`config.mk`:
```
export PLATFORM = sky130hd
export DESIGN_NAME = trut_timers
export DESIGN_NICKNAME = d
export VERILOG_FILES = /design/src/hw/trut_pkg.sv /design/src/hw/trut_timers.sv
export SDC_FILE = /design/constraint.sdc
export NUM_CORES = 1
export LEC_CHECK = 0
export ABC_AREA = 1
export BUFFER_PORTS_ARGS = -buffer_cell sky130_fd_sc_hd__buf_4
export CORE_UTILIZATION = 50
export CTS_CLUSTER_DIAMETER = 200
export DETAILED_ROUTE_END_ITERATION = 6
export PLACE_DENSITY = 0.7
export SKIP_LAST_GASP = 1
export SYNTH_ARGS = -nofsm -noshare
export SYNTH_HDL_FRONTEND = slang
export SYNTH_SLANG_ARGS = --single-unit
```
`constraint.sdc`:
```
create_clock -name clk_in -period 11.9 [get_ports clk_in]
set_input_delay 1.19 -clock clk_in [delete_from_list [all_inputs] [get_ports clk_in]]
set_output_delay 1.19 -clock clk_in [all_outputs]
set_load 0.1 [all_outputs]
```
`src/hw/trut_pkg.sv`:
```
// trut_pkg: constants and carriers for the three rollover up timers
// assumes a plain register port with byte addresses on a 32-bit word map
package trut_pkg;
  localparam int TRUT_NUM_TIMERS = 3;
  localparam int TRUT_ADDR_W = 32;
  localparam int TRUT_DATA_W = 32;
  // register byte addresses
  localparam logic [31:0] TRUT_BASE_ADDR = 32'h5002_0000;
  localparam logic [31:0] TRUT_TIMER_ZERO_START_COUNT_ADDR = 32'h5002_0000;
  localparam logic [31:0] TRUT_TIMER_ZERO_CONTROL_ADDR = 32'h5002_0004;
  localparam logic [31:0] TRUT_TIMER_ONE_START_COUNT_ADDR = 32'h5002_0008;
  localparam logic [31:0] TRUT_TIMER_ONE_CONTROL_ADDR = 32'h5002_000C;
  localparam logic [31:0] TRUT_TIMER_TWO_START_COUNT_ADDR = 32'h5002_0010;
  localparam logic [31:0] TRUT_TIMER_TWO_CONTROL_ADDR = 32'h5002_0014;
  // interrupt registers placed in a free window of the same page
  localparam logic [31:0] TRUT_IRQ_STATUS_ADDR = 32'h5002_0060;
  localparam logic [31:0] TRUT_IRQ_MASK_ADDR = 32'h5002_0064;
  // timer n start count at base + 8*n, control at base + 8*n + 4
  localparam logic [31:0] TRUT_TIMER_STRIDE = 32'h0000_0008;
  localparam logic [31:0] TRUT_CONTROL_OFFSET = 32'h0000_0004;
  // field layout and reset values
  localparam int TRUT_RUN_BIT = 0;
  localparam logic [31:0] TRUT_COUNT_RESET = 32'h0000_0000;
  localparam logic [31:0] TRUT_COUNT_MAX = 32'hFFFF_FFFF;
  localparam logic [31:0] TRUT_COUNT_WRAP = 32'h0000_0000;
  localparam logic [31:0] TRUT_COUNT_STEP = 32'h0000_0001;
  localparam logic TRUT_RUN_RESET = 1'b0;
  localparam logic [2:0] TRUT_IRQ_RESET = 3'h0;
  localparam logic [31:0] TRUT_READ_UNMAPPED = 32'h0000_0000;

  typedef struct packed {
    logic [31:0] addr;
    logic [31:0] wdata;
    logic wr;
    logic rd;
  } trut_bus_req_t;

  typedef enum logic [1:0] {
    TRUT_REG_START_COUNT = 2'h1,
    TRUT_REG_CONTROL = 2'h2
  } trut_reg_kind_t;
endpackage

```
`src/hw/trut_timers.sv`:
```
// trut_timers: three 32-bit up timers with rollover interrupt and register port
// assumes one 100 MHz clock, async active-high reset, single-cycle register strobes
//
// The strobed register port was chosen for this implementation.
`timescale 1ns/1ps
module trut_timers
  import trut_pkg::*;
(
  input wire logic clk_in,
  input wire logic sys_rst_in,
  input wire logic [trut_pkg::TRUT_ADDR_W-1:0] addr_in,
  input wire logic [trut_pkg::TRUT_DATA_W-1:0] wdata_in,
  input wire logic wr_in,
  input wire logic rd_in,
  output logic [trut_pkg::TRUT_DATA_W-1:0] rdata_out,
  output logic [2:0] run_out,
  output logic [2:0] wrap_out,
  output logic irq_out
);
  import trut_pkg::*;

  trut_bus_req_t req;
  logic [31:0] count [TRUT_NUM_TIMERS];
  logic [2:0] run_control_bit;
  logic [2:0] irq_status;
  logic [2:0] irq_mask;
  logic [2:0] load_hit;
  logic [2:0] ctrl_hit;
  logic [2:0] wrap_evt;
  logic status_hit;
  logic mask_hit;

  // which timer register an address names, if any
  function automatic trut_reg_kind_t trut_decode(input logic [31:0] a, input int idx);
    logic [31:0] base;
    base = TRUT_BASE_ADDR + (TRUT_TIMER_STRIDE * 32'(idx));
    if (a == base)
    begin
      return TRUT_REG_START_COUNT;
    end
    else if (a == base + TRUT_CONTROL_OFFSET)
    begin
      return TRUT_REG_CONTROL;
    end
    return trut_reg_kind_t'(2'h0);
  endfunction

  assign req = '{addr: addr_in, wdata: wdata_in, wr: wr_in, rd: rd_in};
  assign status_hit = (req.addr == TRUT_IRQ_STATUS_ADDR);
  assign mask_hit = (req.addr == TRUT_IRQ_MASK_ADDR);

  always_comb
  begin
    for (int i = 0; i < TRUT_NUM_TIMERS; i++)
    begin
      load_hit[i] = req.wr && (trut_decode(req.addr, i) == TRUT_REG_START_COUNT);
      ctrl_hit[i] = req.wr && (trut_decode(req.addr, i) == TRUT_REG_CONTROL);
      wrap_evt[i] = run_control_bit[i] && !load_hit[i] && (count[i] == TRUT_COUNT_MAX);
    end
  end

  // counters
  always_ff @(posedge clk_in or posedge sys_rst_in)
  begin
    if (sys_rst_in)
    begin
      for (int i = 0; i < TRUT_NUM_TIMERS; i++)
      begin
        count[i] <= TRUT_COUNT_RESET;
      end
    end
    else
    begin
      for (int i = 0; i < TRUT_NUM_TIMERS; i++)
      begin
        if (load_hit[i])
        begin
          count[i] <= req.wdata;
        end
        else if (wrap_evt[i])
        begin
          count[i] <= TRUT_COUNT_WRAP;
        end
        else if (run_control_bit[i])
        begin
          count[i] <= count[i] + TRUT_COUNT_STEP;
        end
      end
    end
  end

  // run control bits
  always_ff @(posedge clk_in or posedge sys_rst_in)
  begin
    if (sys_rst_in)
    begin
      run_control_bit <= {3{TRUT_RUN_RESET}};
    end
    else
    begin
      for (int i = 0; i < TRUT_NUM_TIMERS; i++)
      begin
        if (ctrl_hit[i])
        begin
          run_control_bit[i] <= req.wdata[TRUT_RUN_BIT];
        end
      end
    end
  end

  // sticky status, set wins over write-one clear
  always_ff @(posedge clk_in or posedge sys_rst_in)
  begin
    if (sys_rst_in)
    begin
      irq_status <= TRUT_IRQ_RESET;
    end
    else
    begin
      irq_status <= (irq_status & ~((req.wr && status_hit) ? req.wdata[2:0] : 3'h0))
        | wrap_evt;
    end
  end

  always_ff @(posedge clk_in or posedge sys_rst_in)
  begin
    if (sys_rst_in)
    begin
      irq_mask <= TRUT_IRQ_RESET;
    end
    else if (req.wr && mask_hit)
    begin
      irq_mask <= req.wdata[2:0];
    end
  end

  // read data in the cycle after the strobe only
  always_ff @(posedge clk_in or posedge sys_rst_in)
  begin
    if (sys_rst_in)
    begin
      rdata_out <= TRUT_READ_UNMAPPED;
    end
    else
    begin
      rdata_out <= TRUT_READ_UNMAPPED;
      if (req.rd)
      begin
        if (status_hit)
        begin
          rdata_out <= {29'h0, irq_status};
        end
        else if (mask_hit)
        begin
          rdata_out <= {29'h0, irq_mask};
        end
        for (int i = 0; i < TRUT_NUM_TIMERS; i++)
        begin
          if (trut_decode(req.addr, i) == TRUT_REG_START_COUNT)
          begin
            rdata_out <= count[i];
          end
          else if (trut_decode(req.addr, i) == TRUT_REG_CONTROL)
          begin
            rdata_out <= {31'h0, run_control_bit[i]};
          end
        end
      end
    end
  end

  // wrap pulse, registered
  always_ff @(posedge clk_in or posedge sys_rst_in)
  begin
    if (sys_rst_in)
    begin
      wrap_out <= 3'h0;
    end
    else
    begin
      wrap_out <= wrap_evt;
    end
  end

  assign run_out = run_control_bit;
  assign irq_out = |(irq_status & irq_mask);
endmodule

```
==> results of run 1 <==
-- worst paths after layout --
path	slack [ps]	startpoint	endpoint
setup reg to reg	9180	count[0]	count[27]
hold reg to reg	520	irq_mask[2]	irq_mask[2]
hold / removal	520	irq_mask[2]	irq_mask[2]
min in group asynchronous	870	sys_rst_in	count[20]
max in group asynchronous	9710	sys_rst_in	irq_mask[2]
setup / recovery	8360	addr_in[13]	count[60]
-- critical path: stages --
cell and delay (ps):
buf_4 110, nor2_1 90, nand2_1 60, nor2_2 160, inv_2 90, nor3_2 130, nand2_2 340, nor2_4 720
inv_2 490, nand3_1 210, o21ai_1 90, nand2_1 80, o21ai_1 70
-- state kept, by name, summed over array words and instances (netlist names) --
register,count
run_out,3
irq_status,3
wrap_out,3
irq_mask,3
count,96
rdata_out,32
-- kinds of logic (layout without fill, tap and decap cells) --
logic type	after synthesis	count (layout)	synth area share, %
buffers and inverters	242	332	9.64
XOR/XNOR	55	55	4.83
other	0	1	0
adder cells (fa/ha/maj)	3	3	0.376
AND/OR/NAND/NOR	861	861	38.8
AO/OA/AOI/OAI	185	185	11.2
flip-flops	140	140	35.1
-- cell usage in the layout, fill, tap and decap left out, drive strengths merged, types with 4 or more instances in the layout --
cell	count
a21oi	21
a22oi	4
buf	109
clkbuf	17
clkinv	6
dfrtp	140
inv	198
nand2	486
nand3	107
nand3b	15
nand4	42
nor2	132
nor3	45
nor3b	4
nor4	15
o211ai	23
o21ai	88
o21bai	14
o221ai	17
o22ai	14
or2	14
xnor2	13
xor2	42
-- power by group --
part / internal [mW] / switching (mW) / leakage (nW)
combinational: 0.0170 / 0.0366 / 3.56
sequential: 0.476 / 0.0000000912 / 1.81
clock: 0.295 / 0.247 / 0.283
-- metal layers --
layer	vias to the layer above	global-route usage, %	part of all wire (%)
met2	594	60.7	43
met5	-	0	0
li1	5009	-	-
met3	124	14.3	12
met4	0	21.7	5.5
met1	5024	49.6	39
-- area by class of cell --
type | count | area [um2]
diodes | 1 | 2.50
clock buffers | 17 | 425
clock inverters | 15 | 153
fillers | 1992 | 8050
inverters | 191 | 722
multi-input cells | 1104 | 5520
flip-flops and latches | 140 | 3500
well taps | 265 | 332
repair buffers | 109 | 818
==> run summary, run 1 <==
CP arrival = 3850 ps
Mapped Cells = 1486
Largest cells by area after synthesis = dfrtp_1 35%, nand2_1 18%, inv_1 6.5%
Critical Path Source Type = input port
Row cnt = 51
Leakage Power = 5.65 nW
Fin util = 58.8%
WL/cell = 21.5 um
Placed Cells = 1809
Initial Util = 51.1%
Die area = 20500 um2
Critical Path Fanout Max = 36
Period minus WS final = 3540 ps
Number of gates resized after cts = 0
Grt ovf = 0
Synth top area share = 35.1%
Achievable Freq = 282 MHz
Die Wd = 143 um
Syn_area_per_cell = 6.71 um2
Setup CP Type = input port to flop
Drc violations = 0
CTS tree = built
Worst r2r path cells = 10
Dpl ws = 7950 ps
Final Cell Area = 11500 um2
CP required = 12210 ps
Net Count, Synth = 1557
Routed vias = 10800
Clock Latency Late Sink = 440 ps
Number of synthesized flops with an enable pin = 0
Initial antenna violation count = 1
Root Driver = clkbuf_16
Clock Tree Buf Depth = 2
Post-DP HPWL = 29800 um
Worst Skew = 8.59 ps
Ys Warns = 0
Vias in the first global route = 9907
TritonRoute pass-1 iters = 5
Hold Path Class = flop to flop
Top Ports = 107
Setup slack after layout = 8360 ps
Unrepaired setup endpoints after global routing = no
Mapped Area = 9980 um2
TritonCTS buffer count = 17
Pwr/cell area = 93.4 nW/um2
Clock-pin slew on the worst setup and hold paths = 60 ps
Die H = 143 um
Cell taking the most area after synthesis = dfrtp_1
Setup TNS = 0 ps
Final Hold Viols = 0
Post-route ant nets = 0
Fin nets = 1634
Final Power = 1.07 mW
Finished Layout Cells = 1842
Post-DP Area = 10900 um2
Async SR Flop Fraction = 100%
Top FF cell, synth = dfrtp_1
Most frequent cell after synthesis = nand2_1
Hold path cells = 2
Status = finished, final reports clean
Period utilization = 29.8%
Core area = 19500 um2
Slew Limit Headroom = 32.2%
Post-DR vias/cell = 5.84
Post-synthesis cell type count = 43
PortBufs = 106
Hold_buf cts = 0
Gpl congestion = 1.01
Hold_ws = 524 ps
Pins Over Slew Limit = 0
WL final = 39500 um
VDD IR-drop max = 0.0852 mV
H-tree Lvls = 4
Global-route wire length before repair = 59300 um
Critical Path Sink Type = flop
Number of synthesized register bits = 140
Final setup viols = 0
Initial DRC Count = 1099
Max_cap viols = 0
Share of cells above drive strength 1 = 13.2%
Total GRT Usage = 40.0%
Sink Count = 140
Top post-synthesis cells by count = 477 x nand2_1, 174 x inv_1, 140 x dfrtp_1
Postcts setup bufs = 0
Least-Margin Pin Slew = 1010 ps
Syn-to-layout area delta = 15.0%
Largest net degree at the start of global routing = 77
Register area share after synthesis = 35.1%
Power figures use the tool's default switching activity.
==> inputs of run 2 (changes only) <==
--- a/config.mk
+++ b/config.mk
@@ -5,12 +5,12 @@
 export SDC_FILE = /design/constraint.sdc
 export NUM_CORES = 1
 export LEC_CHECK = 0
-export ABC_AREA = 1
+export ABC_AREA = 0
 export BUFFER_PORTS_ARGS = -buffer_cell sky130_fd_sc_hd__buf_4
 export CORE_UTILIZATION = 50
 export CTS_CLUSTER_DIAMETER = 200
 export DETAILED_ROUTE_END_ITERATION = 6
-export PLACE_DENSITY = 0.7
+export PLACE_DENSITY = 0.73
 export SKIP_LAST_GASP = 1
 export SYNTH_ARGS = -nofsm -noshare
 export SYNTH_HDL_FRONTEND = slang
==> constraint.sdc (replaced) <==
create_clock -name clk_in -period 3.1 [get_ports clk_in]
set_input_delay 0.31 -clock clk_in [delete_from_list [all_inputs] [get_ports clk_in]]
set_output_delay 0.31 -clock clk_in [all_outputs]
set_load 0.1 [all_outputs]
==> run summary, run 2 <==
Status = finished, final reports clean
Setup TNS = 0 ps
Biggest regs = count (96), rdata_out (32)
Pwr/cell area = 414 nW/um2
Final setup viols = 0
Die Wd = 132 um
Placed Cells = 1294
Most common cell after layout, fill and taps aside = nand2_1
Most frequent cell after synthesis = nand2_1
Post-synthesis cell type count = 69
Register area share after synthesis = 41.6%
Top Ports = 107
CP arrival = 2880 ps
Routed vias = 8206
Sink Count = 140
WL final = 27200 um
Hold Path Class = input port to asynchronous set/reset pin
Fin nets = 1164
Least-Margin Pin Slew = 904 ps
Dpl ws = 364 ps
Hold_buf cts = 0
Syn-to-layout area delta = 19.8%
Initial antenna violation count = 0
Critical Path Fanout Max = 8
Largest net degree at the start of global routing = 47
Gpl congestion = 0.969
TritonRoute pass-1 iters = 5
Post-DP Area = 9470 um2
Leakage Power = 4.11 nW
PortBufs = 106
Finished Layout Cells = 1325
Post-route ant nets = 0
Postcts setup bufs = 0
Ys Warns = 0
CP required = 3420 ps
Grt ovf = 0
Cell taking the most area after synthesis = dfrtp_1
Worst Setup EP = count[53]
Initial DRC Count = 922
Number of synthesized register bits = 140
Top post-synthesis cells by count = 142 x nand2_1, 140 x dfrtp_1, 90 x o21ai_0
WL/cell = 20.6 um
Mapped Area = 8420 um2
Die area = 17400 um2
Fin util = 61.0%
Mapped Cells = 996
Drc violations = 0
# diodes = 0
Critical Path Source Type = flop
Number of gates resized after cts = 0
Share of cells above drive strength 1 = 17.8%
Worst Skew = 10.2 ps
Root Driver = clkbuf_16
Clock-pin slew on the worst setup and hold paths = 60 ps
Initial Util = 50.9%
VDD IR-drop max = 0.443 mV
Final Power = 4.17 mW
Period minus WS final = 2560 ps
Commonest cells after routing, fill and taps aside = 142 x nand2_1, 140 x dfrtp_1, 132 x buf_4
R2r startpoint = count[32]
Unrepaired setup endpoints after global routing = no
Hold_ws = 52.3 ps
Slew Limit Headroom = 39.6%
Global-route wire length before repair = 42900 um
Post-DR vias/cell = 6.19
Worst r2r path cells = 7
Final Cell Area = 10100 um2
Top FF cell, synth = dfrtp_1
Max reg flops = 96
Post-DP HPWL = 20400 um
Async SR Flop Fraction = 100%
Setup CP Type = flop to flop
Die H = 132 um
CTS tree = built
Row cnt = 47
Pins Over Slew Limit = 0
Critical Path Sink Type = flop
Total GRT Usage = 32.6%
Reg2reg end = count[53]
Critical path origin = count[32]
Core area = 16500 um2
Net Count, Synth = 1067
Setup slack after layout = 542 ps
Number of synthesized flops with an enable pin = 0
Largest cells by area after synthesis = dfrtp_1 42%, nand2_1 6.3%, o21ai_0 5.4%
Biggest register = count
Reg-to-reg setup timing slack = 540 ps
Vias in the first global route = 7458
TritonCTS buffer count = 17
Syn_area_per_cell = 8.45 um2
Clock Latency Late Sink = 440 ps
Synth top area share = 41.6%
Clock Tree Buf Depth = 2
Period utilization = 82.5%
H-tree Lvls = 4
Achievable Freq = 391 MHz
Max_cap viols = 0
Final Hold Viols = 0
## run 2: cell types whose count changed after synthesis, sizes merged, moves of 14 or more
cell | previous run | this run
o21bai | 14 | 0
nor2 | 132 | 79
nand2 | 486 | 142
a31oi | 1 | 28
o211ai | 23 | 4
and3 | 0 | 15
and4 | 0 | 16
o221ai | 17 | 3
nand3 | 107 | 57
inv | 190 | 22
a21oi | 21 | 64
## run 2: layer usage
layer	GRT usage [%]	vias to the layer above	part of all wire, %
li1	-	3832	-
met1	49.6	3874	45
met2	45.9	451	43
met3	6.15	49	9.7
met4	11.9	0	2.3
met5	0	-	0
## run 2: cell families after synthesis
family                   after synthesis  synth area share [%]
AND/OR/NAND/NOR                      450                  28.0
AO/OA/AOI/OAI                        263                  18.9
flip-flops                           140                  41.6
buffers and inverters                 80                  4.37
XOR/XNOR                              45                  4.68
multiplexers                          15                  1.90
adder cells (fa/ha/maj)                3                 0.446
## run 2: worst min-delay path by stage
stage	from	to	slack (ps)	depth (start not counted)
after global routing	sys_rst_in	count[37]	120	2
after CTS	sys_rst_in	count[37]	80	2
final	sys_rst_in	count[37]	50	2
after detailed placement	irq_status[2]	irq_status[2]	520	1
after floorplan	wdata_in[11]	count[11]	430	2
after global placement	irq_status[2]	irq_status[2]	500	1
## run 2: area by class of cell
cell class,instances,area [um2]
repair buffers,135,1050
inverters,23,90.1
multi-input cells,776,4550
clock inverters,12,171
flip-flops and latches,140,3500
clock buffers,19,443
fillers,1488,6440
well taps,220,275
## run 2: where the power goes
group	switching [mW]	internal, mW
logic	0.112	0.0731
clock network	0.803	1.36
registers	0.000000361	1.83
total	0.915	3.26
## run 2: worst max-delay path: stages (launching register included)
cell     delay, ps
dfrtp_1        440
ha_1           240
nand4_1        250
nor4_2         510
nand3_1        440
a21oi_1        230
o21ai_0         80
mux2_2         250
